$ cat config.mk
export PLATFORM = sky130hd
export DESIGN_NAME = smp_top
export DESIGN_NICKNAME = d
export VERILOG_FILES = /design/src/include/smp_pkg.sv /design/src/rtl/smp_top.sv
export SDC_FILE = /design/constraint.sdc
export NUM_CORES = 1
export LEC_CHECK = 0
export BUFFER_PORTS_ARGS = -buffer_cell sky130_fd_sc_hd__buf_4
export CAP_MARGIN = 25
export CORE_UTILIZATION = 40
export CTS_BUF_LIST = sky130_fd_sc_hd__clkbuf_8
export CTS_CLUSTER_DIAMETER = 30
export DETAILED_ROUTE_END_ITERATION = 6
export PLACE_DENSITY = 0.62
export SLEW_MARGIN = 20
export SYNTH_ARGS = -nofsm -noshare
export SYNTH_HDL_FRONTEND = slang
export SYNTH_SLANG_ARGS = --single-unit
$ cat constraint.sdc
create_clock -name ref_clk -period 3.33 [get_ports ref_clk]
set_clock_uncertainty 0.05 [all_clocks]
set_input_delay 0.333 -clock ref_clk [delete_from_list [all_inputs] [get_ports ref_clk]]
set_output_delay 0.333 -clock ref_clk [all_outputs]
set_load 0.02 [all_outputs]
$ cat src/include/smp_pkg.sv
// shared constants and types for the strap latch and mii pin role block
package smp_pkg;

    // ========================================================
    // register indexes (byte address is four times the index)
    localparam logic [5:0] IDX_CTRL = 6'h00;
    localparam logic [5:0] IDX_STRAP = 6'h10;
    localparam logic [5:0] IDX_MDIO = 6'h11;
    localparam logic [5:0] IDX_INT = 6'h1B;
    localparam logic [5:0] IDX_POL = 6'h1F;

    // ========================================================
    // field positions
    localparam int CTRL_DUPLEX_BIT = 8;
    localparam int CTRL_ISO_BIT = 10;
    localparam int POL_BIT = 9;
    localparam int INT_EN_LSB = 8;
    localparam int N_EVT = 3;
    localparam int EVT_TX_START = 0;
    localparam int EVT_TX_END = 1;
    localparam int EVT_LATCHED = 2;
    localparam int STRAP_RSVD_BIT = 8;

    // ========================================================
    // reset values and fixed values
    localparam logic [15:0] CTRL_RESET = 16'h0000;
    localparam logic [N_EVT-1:0] INT_EN_RESET = 3'h0;
    localparam logic POL_RESET = 1'b0;
    localparam logic [1:0] ADDR_HI_FIXED = 2'h0;

    // ========================================================
    // timing: two sync stages plus one settle cycle before latching
    localparam logic [1:0] SETTLE_LAST = 2'h2;

    // ========================================================
    // interface selection codes
    localparam logic [2:0] MODE_MII = 3'h0;
    localparam logic [2:0] MODE_RMII = 3'h1;
    localparam logic [2:0] MODE_SMII = 3'h2;
    localparam logic [2:0] MODE_RSVD_A = 3'h3;
    localparam logic [2:0] MODE_MII_PRE = 3'h4;
    localparam logic [2:0] MODE_RMII_B2B = 3'h5;
    localparam logic [2:0] MODE_MII_B2B = 3'h6;
    localparam logic [2:0] MODE_RSVD_B = 3'h7;

    // ========================================================
    // types
    typedef enum logic [1:0] {
        ST_SETTLE = 2'b01,
        ST_RUN = 2'b10
    } smp_state_t;

    typedef struct packed {
        logic dv;
        logic er;
        logic [3:0] data;
    } smp_mii_rx_t;

    typedef struct packed {
        logic [4:0] addr;
        logic [2:0] iface;
    } smp_strap_t;

endpackage

$ cat src/rtl/smp_top.sv
// strap latch, mii pin roles, management capture and interrupt logic
`timescale 1ns/10ps
`default_nettype none

module smp_top #(
    parameter int CLK_HALF = 2
) (
    // clock and reset
    input wire logic ref_clk,
    input wire logic nrst,
    // wishbone slave
    input wire logic wb_cyc_i,
    input wire logic wb_stb_i,
    input wire logic wb_we_i,
    input wire logic [7:0] wb_adr_i,
    input wire logic [3:0] wb_sel_i,
    input wire logic [31:0] wb_dat_i,
    output logic [31:0] wb_dat_o,
    output logic wb_ack_o,
    // shared receive pins: strap in, mii out
    input wire smp_pkg::smp_mii_rx_t rx_pin_in,
    output smp_pkg::smp_mii_rx_t rx_pin_out,
    output logic rx_pin_oe,
    input wire logic [1:0] cfg_lo_pin,
    // transmit pins from the mac
    input wire logic txen_pin,
    input wire logic [3:0] txd_pin,
    // mii clocks
    output logic rxc_out,
    output logic txc_out,
    // management pins
    input wire logic mdc_pin,
    input wire logic mdio_in,
    output logic mdio_out,
    output logic mdio_oe,
    // interrupt
    output logic irq_out,
    // core side
    input wire smp_pkg::smp_mii_rx_t core_rx,
    output logic core_tx_en,
    output logic [3:0] core_tx_data,
    output logic [4:0] mgmt_bus_address,
    output logic [2:0] iface_select,
    output logic mode_reserved
);

    // ========================================================
    // functions

    // byte lanes to a write mask over the low half word
    function automatic logic [15:0] lane_mask(input logic [3:0] sel);
        lane_mask = {{8{sel[1]}}, {8{sel[0]}}};
    endfunction

    // reserved interface codes
    function automatic logic is_rsvd(input logic [2:0] code);
        is_rsvd = (code == smp_pkg::MODE_RSVD_A) || (code == smp_pkg::MODE_RSVD_B);
    endfunction

    // ========================================================
    // pin synchronisers, two flops each
    smp_pkg::smp_mii_rx_t rx_s1, rx_s2;
    logic [1:0] cfg_s1, cfg_s2;
    logic [4:0] tx_s1, tx_s2;
    logic [2:0] mg_s1, mg_s2;
    logic txen_d, mdc_d;

    always_ff @(posedge ref_clk or negedge nrst) begin
        if (!nrst) begin
            rx_s1 <= '0;
            rx_s2 <= '0;
            cfg_s1 <= 2'h0;
            cfg_s2 <= 2'h0;
            tx_s1 <= 5'h00;
            tx_s2 <= 5'h00;
            mg_s1 <= 3'h0;
            mg_s2 <= 3'h0;
            txen_d <= 1'b0;
            mdc_d <= 1'b0;
        end else begin
            rx_s1 <= rx_pin_in;
            rx_s2 <= rx_s1;
            cfg_s1 <= cfg_lo_pin;
            cfg_s2 <= cfg_s1;
            tx_s1 <= {txen_pin, txd_pin};
            tx_s2 <= tx_s1;
            mg_s1 <= {mdc_pin, mdio_in, 1'b0};
            mg_s2 <= mg_s1;
            txen_d <= tx_s2[4];
            mdc_d <= mg_s2[2];
        end
    end

    wire logic txen_rise = tx_s2[4] & ~txen_d;
    wire logic txen_fall = ~tx_s2[4] & txen_d;
    wire logic mdc_rise = mg_s2[2] & ~mdc_d;

    // ========================================================
    // strap phase state
    smp_pkg::smp_state_t state, next_state;
    logic [1:0] settle_cnt, next_settle_cnt;
    smp_pkg::smp_strap_t strap, next_strap;
    wire logic latch_now = (state == smp_pkg::ST_SETTLE) && (settle_cnt == smp_pkg::SETTLE_LAST);

    // wait for the sync pipeline to fill, then take the straps once
    always_comb begin
        next_state = state;
        next_settle_cnt = settle_cnt;
        next_strap = strap;
        case (state)
            smp_pkg::ST_SETTLE: begin
                next_settle_cnt = settle_cnt + 2'h1;
                if (latch_now) begin
                    next_state = smp_pkg::ST_RUN;
                    next_strap.addr = {smp_pkg::ADDR_HI_FIXED, rx_s2.data[1],
                                       rx_s2.data[2], rx_s2.data[3]};
                    next_strap.iface = {rx_s2.dv, cfg_s2};
                end
            end
            smp_pkg::ST_RUN: begin
                next_state = smp_pkg::ST_RUN;
            end
            default: begin
                next_state = smp_pkg::ST_SETTLE;
            end
        endcase
    end

    always_ff @(posedge ref_clk or negedge nrst) begin
        if (!nrst) begin
            state <= smp_pkg::ST_SETTLE;
            settle_cnt <= 2'h0;
            strap <= '0;
        end else begin
            state <= next_state;
            settle_cnt <= next_settle_cnt;
            strap <= next_strap;
        end
    end

    // ========================================================
    // software registers and wishbone slave
    logic [15:0] ctrl, next_ctrl;
    logic [smp_pkg::N_EVT-1:0] int_stat, next_int_stat, int_en, next_int_en;
    logic pol, next_pol;
    logic [15:0] mdio_shift, next_mdio_shift;
    logic [31:0] next_dat;
    logic next_ack;
    logic [smp_pkg::N_EVT-1:0] evt;
    logic [15:0] wmask, wdat;
    wire logic [5:0] idx = wb_adr_i[7:2];
    wire logic wr_go = wb_cyc_i & wb_stb_i & wb_we_i & wb_ack_o;

    always_comb begin
        wmask = lane_mask(wb_sel_i);
        wdat = wb_dat_i[15:0];
        evt = '0;
        evt[smp_pkg::EVT_TX_START] = txen_rise & ~ctrl[smp_pkg::CTRL_ISO_BIT];
        evt[smp_pkg::EVT_TX_END] = txen_fall & ~ctrl[smp_pkg::CTRL_ISO_BIT];
        evt[smp_pkg::EVT_LATCHED] = latch_now;
        next_ctrl = ctrl;
        next_int_en = int_en;
        next_pol = pol;
        next_int_stat = int_stat;
        next_mdio_shift = mdio_shift;
        // software writes commit on the edge that sees ack high
        if (wr_go && idx == smp_pkg::IDX_CTRL) begin
            next_ctrl = (ctrl & ~wmask) | (wdat & wmask);
        end
        if (wr_go && idx == smp_pkg::IDX_INT && wb_sel_i[1]) begin
            next_int_en = wdat[smp_pkg::INT_EN_LSB +: smp_pkg::N_EVT];
        end
        if (wr_go && idx == smp_pkg::IDX_POL && wb_sel_i[1]) begin
            next_pol = wdat[smp_pkg::POL_BIT];
        end
        if (wr_go && idx == smp_pkg::IDX_INT && wb_sel_i[0]) begin
            next_int_stat = int_stat & ~wdat[smp_pkg::N_EVT-1:0];
        end
        next_int_stat = next_int_stat | evt; // set wins over a same-cycle clear
        // straps override the control bits at the moment they are taken
        if (latch_now) begin
            next_ctrl[smp_pkg::CTRL_DUPLEX_BIT] = ~rx_s2.data[0];
            next_ctrl[smp_pkg::CTRL_ISO_BIT] = rx_s2.er;
        end
        // management data is taken on each management clock rise
        if (mdc_rise) begin
            next_mdio_shift = {mdio_shift[14:0], mg_s2[1]};
        end
        // single cycle ack, unmapped indexes read as zero
        next_ack = wb_cyc_i & wb_stb_i & ~wb_ack_o;
        next_dat = 32'h0000_0000;
        case (idx)
            smp_pkg::IDX_CTRL: next_dat[15:0] = ctrl;
            smp_pkg::IDX_STRAP: begin
                next_dat[7:0] = strap;
                next_dat[smp_pkg::STRAP_RSVD_BIT] = is_rsvd(strap.iface);
            end
            smp_pkg::IDX_MDIO: next_dat[15:0] = mdio_shift;
            smp_pkg::IDX_INT: begin
                next_dat[smp_pkg::N_EVT-1:0] = int_stat;
                next_dat[smp_pkg::INT_EN_LSB +: smp_pkg::N_EVT] = int_en;
            end
            smp_pkg::IDX_POL: next_dat[smp_pkg::POL_BIT] = pol;
            default: next_dat = 32'h0000_0000;
        endcase
        if (!next_ack) begin
            next_dat = wb_dat_o;
        end
    end

    always_ff @(posedge ref_clk or negedge nrst) begin
        if (!nrst) begin
            ctrl <= smp_pkg::CTRL_RESET;
            int_en <= smp_pkg::INT_EN_RESET;
            pol <= smp_pkg::POL_RESET;
            int_stat <= '0;
            mdio_shift <= 16'h0000;
            wb_ack_o <= 1'b0;
            wb_dat_o <= 32'h0000_0000;
        end else begin
            ctrl <= next_ctrl;
            int_en <= next_int_en;
            pol <= next_pol;
            int_stat <= next_int_stat;
            mdio_shift <= next_mdio_shift;
            wb_ack_o <= next_ack;
            wb_dat_o <= next_dat;
        end
    end

    // ========================================================
    // pin drivers, clocks and interrupt output
    logic [7:0] div_cnt, next_div_cnt;
    logic next_mclk, next_irq, next_oe;
    smp_pkg::smp_mii_rx_t next_rx_out;
    logic [4:0] next_core_tx;
    wire logic div_wrap = (div_cnt == 8'(CLK_HALF - 1));
    wire logic any_irq = |(int_stat & int_en);

    // drivers stay off until straps are taken, so they cannot corrupt them
    always_comb begin
        next_oe = (state == smp_pkg::ST_RUN) & ~ctrl[smp_pkg::CTRL_ISO_BIT];
        next_rx_out = next_oe ? core_rx : '0;
        next_core_tx = ctrl[smp_pkg::CTRL_ISO_BIT] ? 5'h00 : tx_s2;
        next_div_cnt = div_wrap ? 8'h00 : div_cnt + 8'h01;
        next_mclk = div_wrap ? ~rxc_out : rxc_out;
        next_irq = pol ? any_irq : ~any_irq;
    end

    always_ff @(posedge ref_clk or negedge nrst) begin
        if (!nrst) begin
            rx_pin_oe <= 1'b0;
            rx_pin_out <= '0;
            core_tx_en <= 1'b0;
            core_tx_data <= 4'h0;
            div_cnt <= 8'h00;
            rxc_out <= 1'b0;
            txc_out <= 1'b0;
            irq_out <= 1'b1;
            mdio_out <= 1'b0;
            mdio_oe <= 1'b0;
            mgmt_bus_address <= 5'h00;
            iface_select <= 3'h0;
            mode_reserved <= 1'b0;
        end else begin
            rx_pin_oe <= next_oe;
            rx_pin_out <= next_rx_out;
            {core_tx_en, core_tx_data} <= next_core_tx;
            div_cnt <= next_div_cnt;
            rxc_out <= next_mclk;
            txc_out <= next_mclk;
            irq_out <= next_irq;
            mdio_out <= 1'b0;
            mdio_oe <= 1'b0;
            mgmt_bus_address <= strap.addr;
            iface_select <= strap.iface;
            mode_reserved <= is_rsvd(strap.iface);
        end
    end
endmodule

`default_nettype wire

==> results of run 1 <==
worst max path at each step:
stage                                   from                    end  slack, ns  depth (start not counted)
after global routing      wb_ack_o$_DFF_PN0_  int_stat[1]$_DFF_PN0_       1.36                          4
final                     wb_ack_o$_DFF_PN0_  int_stat[1]$_DFF_PN0_       1.49                          4
after CTS                 wb_ack_o$_DFF_PN0_  int_stat[1]$_DFF_PN0_       1.47                          4
after floorplan                  wb_adr_i[3]                   flop       1.60                          4
after detailed placement         wb_adr_i[3]                   flop       1.23                          4
after global placement           wb_adr_i[3]   ctrl[10]$_DFFE_PN0P_       1.22                          5
critical path: stages, from the launching register on:
cell and delay [ns]:
dfrtp_1 0.37, and4_1 0.34, nor4b_1 0.61, nand2_1 0.12, a22o_1 0.24
cell families after synthesis:
logic type / Yosys count / share of synthesized area (%)
AO/OA/AOI/OAI: 48 / 7.14
XOR/XNOR: 9 / 1.62
adder cells (fa/ha/maj): 5 / 1.29
buffers and inverters: 38 / 4.58
flip-flops: 127 / 65.5
multiplexers: 51 / 11.6
other: 1 / 0.0772
AND/OR/NAND/NOR: 70 / 8.24
placed cells by master (no fill, tap or decap), drive strengths merged, types with 7 or more instances in the layout:
cell	instances
dlygate4sd3	16
a22oi	7
conb	20
dfrtp	125
mux2	41
inv	13
a22o	20
nor2b	7
clkbuf	19
mux2i	10
and2	10
o21ai	14
nor2	10
nand3	8
nand2	19
buf	90
power breakdown:
group	leakage, uW	internal (uW)	switching, uW	total [uW]
registers	0.00158	1660	77.5	1740
logic	0.00122	161	144	305
clock network	0.000202	679	544	1220
total	0.00300	2500	765	3270
metrics by stage:
step | instances | util [%] | hold slack, ns | power (uW)
2_1_floorplan | 368 | - | -0.0126 | 1930
3_3_place_gp | 572 | 48.3 | 0.281 | 2060
3_5_place_dp | 572 | 48.3 | 0.285 | 2070
4_1_cts | 618 | 52.8 | 0.0268 | 3330
5_1_grt | 618 | 52.8 | 0.0407 | 3440
6_report | 618 | 52.8 | 0.0655 | 3270
per-layer routing:
| layer | track usage (%) | wire length, um | up-vias |
|---|---|---|---|
| li1 | - | - | 1405 |
| met1 | 21.8 | 4220 | 1465 |
| met2 | 23.0 | 4110 | 94 |
| met3 | 5.94 | 550 | 11 |
| met4 | 5.33 | 119 | 0 |
| met5 | 0 | 0 | - |
layout make-up:
cell class / instances / area [sq um] / share of cell area, %
Clock buffer: 19 / 262 / 4.27
Clock inverter: 11 / 103 / 1.67
Inverter: 9 / 33.8 / 0.551
Multi-Input combinational cell: 203 / 1530 / 24.9
Sequential cell: 127 / 3180 / 51.9
Tap cell: 143 / 179 / 2.92
Timing Repair Buffer: 106 / 848 / 13.8
==> results.md, run 1 <==
* GRT Total Usage at about 16%
* First-pass GRT wire length at 15000 um
* H-tree depth at 4
* Clock transition at the registers of the reported paths at approximately 0.07 ns
* Global route overflow at 0
* Hold Crit Class: in -> reg
* #FFs+latches synth at about 130
* Final ANT Viol Nets at 0
* Post-CTS sizing at 0
* Hold Path Sink: rx_pin_out[1]$_DFF_PN0_
* Hold Violations, Final at 0
* Syn Area/Cell at 13.9 sq um
* Start point of the worst hold path: core_rx[1]
* Clk buf depth at 2
* Count leader, synth: dfrtp_1
* R2r worst-path depth at 4
* Ys async rst share at 100%
* Chip width at approximately 110 um
* Clock sink count at ~130
* Routed vias at 2975
* Number of diodes at 0
* Slew Limit Fails at 0
* 1st-iter DRT viols at roughly 140
* Final min period at 1.84 ns
* Pin count of the biggest net entering global routing at 66
* Vias in the first global route at approximately 3000
* Max Fanout on Critical Path at 4
* Nets at about 540
* Max_slew headroom at approximately 45%
* Post-synth top area share at between 60% and 70%
* CTS tree: done
* Critical path class: reg -> reg
* Die area at 12600 sq um
* Post-CTS setup buffer count at 0
* RSZ-0062 raised after global routing: false
* # Max-Cap Violations at 0
* Hold_buf cts at 16
* I/O Pins at roughly 130
* Setup TNS at 0 ns
* Core Rows at 39
* EDFF count, synth at 0
* Initial Util at 41.8%
* Yosys top cell by area: dfrtp_1
* Status: complete, but fails checks
* RR Startpoint: wb_ack_o$_DFF_PN0_
* Leak at 0.00300 uW
* Placement Setup Slack at 1.23 ns
* Cell Area, Synth at slightly below 5000 sq um
* Number of fill cells at 987
* I/O Buffers at around 90
* Commonest cells in the netlist: dfrtp_1, mux2_2, buf_4
* Final HPWL DP at approximately 6300 um
* Distinct cell type count after synthesis at 38
* Routed WL at 9000 um
* Drt pass-1 iters at 7
* RD Place Congestion at 0.792
* Main area contributors after synthesis: dfrtp_1, mux2_2, a22o_1, buf_4, mux2i_1
* Vias per cell at between 4 and 5
* Clock Tree Root: clkbuf_8
* Crit path capture type: flop
* Crit path launch type: flop
* Worst Setup Slack, final at around 1.5 ns
* Placed Area at around 5600 sq um
* Reg2reg setup slack at 1.49 ns
* Syn. warnings at 0
* Synthesis-to-layout area growth at 26.2%
* Sequential-to-total area share from yosys stat at between 60% and 70%
* Failing checks: DRC
* Fmax at approximately 0.54 GHz
* Peak supply drop at approximately 320 uV
* Fin crit share at a little under three fifths
* Cell area after layout at 6130 sq um
* Antenna violations before repair at 0
* Final setup fails at 0
* Die H at 112 um
* FF-to-FF End: int_stat[1]$_DFF_PN0_
* Hold path depth at 2
* Required time of the critical path at about 3.6 ns
* CTS Buf Count at 17
* Synth Flop Type: dfrtp_1
* Cells after Synth at ~350
* Later-pin clock latency in the skew report at approximately 0.43 ns
* Crit path DAT at 2.10 ns
* Least-Margin Pin Slew at slightly above 0.8 ns
* P per Cell Area at approximately 530 nW/um^2
* CORE AREA at ~12000 sq um
* Post-route DRC at 9
* Share of layout cells above drive strength 1 at around a third
* Routed len/inst at 14.6 um
Power figures use the tool's default switching activity.
==> inputs of run 2 (changes only) <==
Clock period 3.33 ns to 1.7 ns, I/O delays scaled along.
==> run 2 against run 1 <==
Net effect: the flow still finishes with violations (DRC); clock power rose by 100%; critical path type unchanged; fmax rose by 20%; non-clock buffer count rose by 33; largest power group unchanged; sequential share of layout area fell by 2.8 points.
==> results.md, run 2 (synthesis results as in run 1) <==
* Status: complete, but fails checks (unchanged)
* Failing checks: DRC (unchanged)
* Hold Crit Class: in -> async (was in -> reg)
* Hold Violations, Final at 0 (unchanged)
* Clock Power Share at 38.0% (was 37.4%)
* Total power draw at 6560 uW (was 3270 uW)
* CORE AREA at 11600 sq um (unchanged)
* Critical path cell sequence: and4_2 -> nor4b_2 -> buf_4 -> nand2_1 -> a22o_1 (was and4_1 -> nor4b_1 -> nand2_1 -> a22o_1)
* GRT Total Usage at 16.2% (was 15.8%)
* Final HPWL DP at 6310 um (was 6250 um)
* Later-pin clock latency in the skew report at 0.43 ns (about the same)
* Switch share at 23.2% (was 23.4%)
* Fin crit share at 90.7% (was 55.3%)
* Post-Layout Cell Count at 651 (was 618)
* WHS at 0.0543 ns (was 0.0655 ns)
* Placed Area at 5700 sq um (was 5610 sq um)
* Switching pwr at 1520 uW (was 765 uW)
* Number of diodes at 0 (unchanged)
* Crit path launch type: flop (unchanged)
* 1st-iter DRT viols at 172 (was 144)
* Cell area after layout at 6480 sq um (was 6130 sq um)
* Comb power frac at 10.0% (was 9.3%)
* Crit path capture type: flop (unchanged)
* CP max-delay cell: dfrtp_1 (was nor4b_1)
* Routed len/inst at 14.2 um (was 14.6 um)
* RSZ-0062 raised after global routing: false (unchanged)
* Commonest non-fill, non-tap cell in the layout: dfrtp_1 (unchanged)
* Slew Limit Fails at 0 (unchanged)
* Critical path class: reg -> reg (unchanged)
* Crit path DAT at 1.81 ns (was 2.10 ns)
* Chip width at 112 um (unchanged)
* Synthesis-to-layout area growth at 33.4% (was 26.2%)
* Clock sink count at 127 (unchanged)
* Final min period at 1.54 ns (was 1.84 ns)
* Global route overflow at 0 (unchanged)
* Leak at 0.00316 uW (was 0.00300 uW)
* Antenna violations before repair at 0 (unchanged)
* Initial Util at 41.8% (unchanged)
* CTS tree: done (unchanged)
* Post-CTS setup buffer count at 0 (unchanged)
* CP peak stage delay at 0.36 ns (was 0.61 ns)
* Post-route DRC at 9 (unchanged)
* Pin count of the biggest net entering global routing at 64 (was 66)
* Vias in the first global route at 3231 (was 3017)
* Share of layout cells above drive strength 1 at 35.6% (was 35.2%)
* Drt pass-1 iters at 7 (unchanged)
* I/O Pins at 129 (unchanged)
* Reg power frac at 51.9% (was 53.3%)
* Fmax at 0.649 GHz (was 0.543 GHz)
* P per Cell Area at 1010 nW/um^2 (was 533 nW/um^2)
* Number of fill cells at 994 (was 987)
* # Max-Cap Violations at 0 (unchanged)
* Final ANT Viol Nets at 0 (unchanged)
* Placed Instances at 583 (was 572)
* CTS Buf Count at 17 (unchanged)
* Die area at 12600 sq um (unchanged)
* H-tree depth at 4 (unchanged)
* RD Place Congestion at 0.747 (was 0.792)
* Clock transition at the registers of the reported paths at 0.07 ns (about the same)
* First-pass GRT wire length at 15500 um (was 15000 um)
* Commonest non-fill, non-tap cells in the layout: dfrtp_1, buf_4, mux2_2 (unchanged)
* Peak supply drop at 652 uV (was 318 uV)
* Die H at 112 um (unchanged)
* Routed WL at 9250 um (was 9000 um)
* Required time of the critical path at 1.97 ns (was 3.59 ns)
* Core Rows at 39 (unchanged)
* Clk buf depth at 2 (unchanged)
* Final setup fails at 0 (unchanged)
* Max Fanout on Critical Path at 4 (unchanged)
* Clock Tree Root: clkbuf_8 (unchanged)
* Nets at 572 (was 539)
* Internal power at 5040 uW (was 2500 uW)
* Routed vias at 3061 (was 2975)
* I/O Buffers at 88 (unchanged)
* Vias per cell at 4.70 (was 4.81)
[run 2: changes by cell type in the layout (fill, tap and decap cells not counted), sizes merged]
| cell | change |
|---|---|
| clkbuf | +2 |
| clkinv | -1 |
| inv | -1 |
| dlygate4sd3 | +22 |
| buf | +11 |
[run 2: area by class of cell]
type | instances | area, sq um | share of cell area [%]
Tap cell | 143 | 179 | 2.76
Timing Repair Buffer | 139 | 1160 | 18.0
Clock buffer | 21 | 289 | 4.46
Sequential cell | 127 | 3180 | 49.1
Inverter | 9 | 33.8 | 0.521
Clock inverter | 9 | 93.8 | 1.45
Multi-Input combinational cell | 203 | 1540 | 23.8
[run 2: routing by layer]
layer  global-route usage [%]  up-vias  share of wire [%]
li1                         -     1465                  -
met5                        0        -                  0
met2                     25.2       82                 46
met4                     7.20        0                1.7
met1                     21.2     1500                 47
met3                     4.86       14                4.5
[run 2: power groups by stage]
stage	Clock, uW	Combinational [uW]	Sequential [uW]
6_report	2490	658	3410
5_1_grt	2710	732	3440
4_1_cts	2580	666	3410
3_5_place_dp	0	593	3460
3_3_place_gp	0	580	3460
2_1_floorplan	0	328	3450
[run 2: timing repair]
item	4_1_cts	5_1_grt
endpoints found under the hold margin	168	0
gates resized for setup	1	2
endpoints found under the setup margin	1	1
hold buffers	38	0
[run 2: worst paths after layout]
kind | cells past startpoint | end | slack, ns | from
max | 5 | int_stat[1]$_DFF_PN0_ | 0.16 | wb_ack_o$_DFF_PN0_
min | 2 | mg_s2[2]$_DFF_PN0_ | 0.05 | nrst
max reg2reg | 5 | int_stat[1]$_DFF_PN0_ | 0.16 | wb_ack_o$_DFF_PN0_
min reg2reg | 0 | tx_s2[2]$_DFF_PN0_ | 0.30 | tx_s1[2]$_DFF_PN0_
max in group asynchronous | 3 | state[0]$_DFFE_PN1P_ | 0.96 | nrst
min in group ref_clk | 4 | pol$_DFFE_PN0P_ | 0.12 | wb_adr_i[7]
[run 2: per-stage QoR]
| step | utilization (%) | TNS, ns | setup slack (ns) |
|---|---|---|---|
| finish | 55.8 | 0 | 0.159 |
| global route | 55.8 | 0 | 0.0686 |
| CTS | 55.7 | 0 | 0.0709 |
| detailed placement | 49.1 | -0.103 | -0.0542 |
| global placement | 49.1 | -0.261 | -0.114 |
| floorplan | - | 0 | 0.0951 |
[run 2: critical path: cells and delay by family, from the launching register on]
| family | cells | cell delay [ns] |
|---|---|---|
| and+or+nand+nor | 3 | 0.64 |
| DFF | 1 | 0.36 |
| AOI/OAI and AO/OA | 1 | 0.22 |
| buffers and inverters | 1 | 0.17 |
==> inputs of run 3 (changes only) <==
Settings changed: ABC_AREA from default to 1, CORE_UTILIZATION 40 to 55, PLACE_DENSITY 0.62 to 0.81.
==> run 3 against run 2 <==
Net effect: the flow still finishes with violations (DRC); via count is 27% higher; final cell count is 20% higher; non-clock buffer count is 3 lower; critical path type unchanged; largest power group unchanged; highest routed layer unchanged.
==> results.md, run 3 <==
* Final setup fails at 0 (unchanged)
* Fmax at 0.668 GHz (was 0.649 GHz)
* Slew Limit Fails at 0 (unchanged)
* Chip width at 98.5 um (was 112 um)
* Main area contributors after synthesis: dfrtp_1, nand2_1, inv_1, nand3_1, buf_4 (was dfrtp_1, mux2_2, a22o_1, buf_4, mux2i_1)
* EDFF count, synth at 0 (unchanged)
* Global route overflow at 0 (unchanged)
* Synthesis-to-layout area growth at 29.2% (was 33.4%)
* #FFs+latches synth at 127 (unchanged)
* Leak at 0.00345 uW (was 0.00316 uW)
* Failing checks: DRC (unchanged)
* Yosys top cell by area: dfrtp_1 (unchanged)
* H-tree depth at 4 (unchanged)
* Vias in the first global route at 3984 (was 3231)
* Hold path depth at 3
* Distinct cell type count after synthesis at 35 (was 38)
* Syn Area/Cell at 9.99 sq um (was 13.9 sq um)
* Nets at 732 (was 572)
* First-pass GRT wire length at 18200 um (was 15500 um)
* Later-pin clock latency in the skew report at 0.44 ns (was 0.43 ns)
* CORE AREA at 8850 sq um (was 11600 sq um)
* I/O Pins at 129 (unchanged)
* Routed vias at 3874 (was 3061)
* Placed Instances at 707 (was 583)
* CTS Buf Count at 17 (unchanged)
* CTS tree: done (unchanged)
* Commonest cells in the netlist: dfrtp_1, nand2_1, inv_1 (was dfrtp_1, mux2_2, buf_4)
* Fin crit share at 88.1% (was 90.7%)
* Reg2reg setup slack at 0.20 ns (was 0.16 ns)
* Start point of the worst hold path: wb_sel_i[1]
* RR Startpoint: settle_cnt[0]$_DFFE_PN0N_ (was wb_ack_o$_DFF_PN0_)
* Die H at 98.5 um (was 112 um)
* Least-Margin Pin Slew at approximately 0.65 ns
* Crit path launch type: flop (unchanged)
* Core Util, Final at 74.7% (was 55.8%)
* RSZ-0062 raised after global routing: false (unchanged)
* Antenna violations before repair at 0 (unchanged)
* # Max-Cap Violations at 0 (unchanged)
* Hold Violations, Final at 0 (unchanged)
* Cell Area, Synth at 5120 sq um (was 4860 sq um)
* Routed WL at 10700 um (was 9250 um)
* RD Place Congestion at 0.871 (was 0.747)
* Routed len/inst at 13.8 um (was 14.2 um)
* 1st-iter DRT viols at 276 (was 172)
* Clock sink count at 127 (unchanged)
* Clk buf depth at 2 (unchanged)
* Setup TNS at 0 ns (unchanged)
* Final min period at 1.50 ns (was 1.54 ns)
* Ys async rst share at 100% (unchanged)
* Final ANT Viol Nets at 0 (unchanged)
* Cells after Synth at 512 (was 349)
* Count leader, synth: dfrtp_1 (unchanged)
* Hold Path Sink: pol$_DFFE_PN0P_
* Peak supply drop at 905 uV (was 652 uV)
* Critical path class: reg -> reg (unchanged)
* I/O Buffers at 88 (unchanged)
* Core Rows at 34 (was 39)
* Post-Layout Cell Count at 778 (was 651)
* Initial Util at 57.8% (was 41.8%)
* Vias per cell at 4.98 (was 4.70)
* Die area at 9690 sq um (was 12600 sq um)
* Sequential-to-total area share from yosys stat at 62.2% (was 65.5%)
* Post-CTS setup buffer count at 0 (unchanged)
* Hold Crit Class: in -> reg (was in -> async)
* Max Fanout on Critical Path at 10 (was 4)
* FF-to-FF End: strap[2]$_DFFE_PN0P_ (was int_stat[1]$_DFF_PN0_)
* GRT Total Usage at 24.6% (was 16.2%)
* Clock transition at the registers of the reported paths at 0.08 ns (was 0.07 ns)
* Pin count of the biggest net entering global routing at 128 (was 64)
* Crit path capture type: flop (unchanged)
* Syn. warnings at 0 (unchanged)
* Post-synth top area share at 61.1% (was 64.4%)
* Clock Tree Root: clkbuf_8 (unchanged)
* P per Cell Area at 979 nW/um^2 (was 1010 nW/um^2)
* R2r worst-path depth at 7 (was 5)
* Synth Flop Type: dfrtp_1 (unchanged)
* Drt pass-1 iters at 7 (unchanged)
* Commonest non-fill, non-tap cells in the layout: dfrtp_1, nand2_1, buf_4 (was dfrtp_1, buf_4, mux2_2)
* Number of diodes at 0 (unchanged)
* Final HPWL DP at 6910 um (was 6310 um)
* Required time of the critical path at 1.97 ns (about the same)
* Commonest non-fill, non-tap cell in the layout: dfrtp_1 (unchanged)
* Share of layout cells above drive strength 1 at 24.5% (was 35.6%)
* Status: complete, but fails checks (unchanged)
* Post-route DRC at 6 (was 9)
* Crit path DAT at 1.77 ns (was 1.81 ns)
* Max_slew headroom at approximately 57%
-- run 3: cell types whose count changed after synthesis, moves of 5 or more --
cell / change
nor2_2: +6
nand3_1: +34
mux2i_1: -10
nor2_1: +33
a22o_1: -20
clkbuf_1: -5
a21oi_1: +9
mux2_2: -33
o21ai_0: +10
inv_1: +53
and2_1: -10
nand2_1: +99
a22oi_1: -7
nor2b_1: -7
-- run 3: logic make-up (layout without fill, tap and decap cells) --
group           after synthesis  after routing  synth area share, %
compound gates               44             44                 4.79
simple gates                226            226                 19.8
xor+xnor                      7              7                 1.20
buf+inv                      94            233                 9.02
other cells                   1             20               0.0733
flops                       127            127                 62.2
fa+ha+maj                     5              5                 1.22
mux                           8              8                 1.76
-- run 3: layout make-up --
cell class	instances	area, sq um
Sequential cell	127	3180
Fill cell	572	2240
Multi-Input combinational cell	310	1550
Timing Repair Buffer	136	1130
Inverter	65	244
Clock buffer	17	234
Clock inverter	15	138
Tap cell	108	135
-- run 3: worst max-delay path: stages (launching register included) --
cell,delay [ns]
dfrtp_1,0.37
inv_1,0.06
ha_1,0.21
nand2_2,0.17
clkinv_1,0.20
buf_4,0.21
nand2_1,0.05
o21ai_0,0.07
-- run 3: report_power, final --
group          internal [uW]  switching (uW)  leakage [uW]
Sequential              3230             125       0.00156
Clock                   1170            1250      0.000183
Combinational            318             376       0.00171
-- run 3: how the worst max path moves through the flow --
stage / start / end / depth (start not counted)
3_3_place_gp: state[1]$_DFFE_PN0P_ / strap[0]$_DFFE_PN0P_ / 7
3_5_place_dp: state[1]$_DFFE_PN0P_ / strap[2]$_DFFE_PN0P_ / 7
6_report: settle_cnt[0]$_DFFE_PN0N_ / strap[2]$_DFFE_PN0P_ / 7
5_1_grt: state[1]$_DFFE_PN0P_ / strap[2]$_DFFE_PN0P_ / 6
4_1_cts: state[1]$_DFFE_PN0P_ / strap[2]$_DFFE_PN0P_ / 7
2_1_floorplan: state[1]$_DFFE_PN0P_ / ctrl[10]$_DFFE_PN0P_ / 6
-- run 3: metrics by stage --
step           hold slack [ns]  cell area, sq um  power, uW  setup WS, ns
3_5_place_dp             0.230              5850       4030        0.0993
6_report                0.0586              6610       6470         0.202
3_3_place_gp             0.229              5850       4000         0.169
4_1_cts                 0.0381              6610       6500        0.0926
5_1_grt                 0.0342              6610       6730        0.0488
2_1_floorplan           -0.176              5190       3740         0.291
-- run 3: metal layers --
metal | vias to the layer above | routed length (um) | part of all wire (%) | GRT usage, %
li1 | 1851 | - | - | -
met1 | 1835 | 4450 | 42 | 30.6
met2 | 155 | 5280 | 49 | 40.3
met3 | 33 | 628 | 5.9 | 6.38
met4 | 0 | 367 | 3.4 | 12.6
met5 | - | 0 | 0 | 0
-- run 3: timing repair --
action	CTS	global route
hold buffers	39	0
endpoints found under the hold margin	164	0
endpoints found under the setup margin	0	5
gates resized for setup	0	1
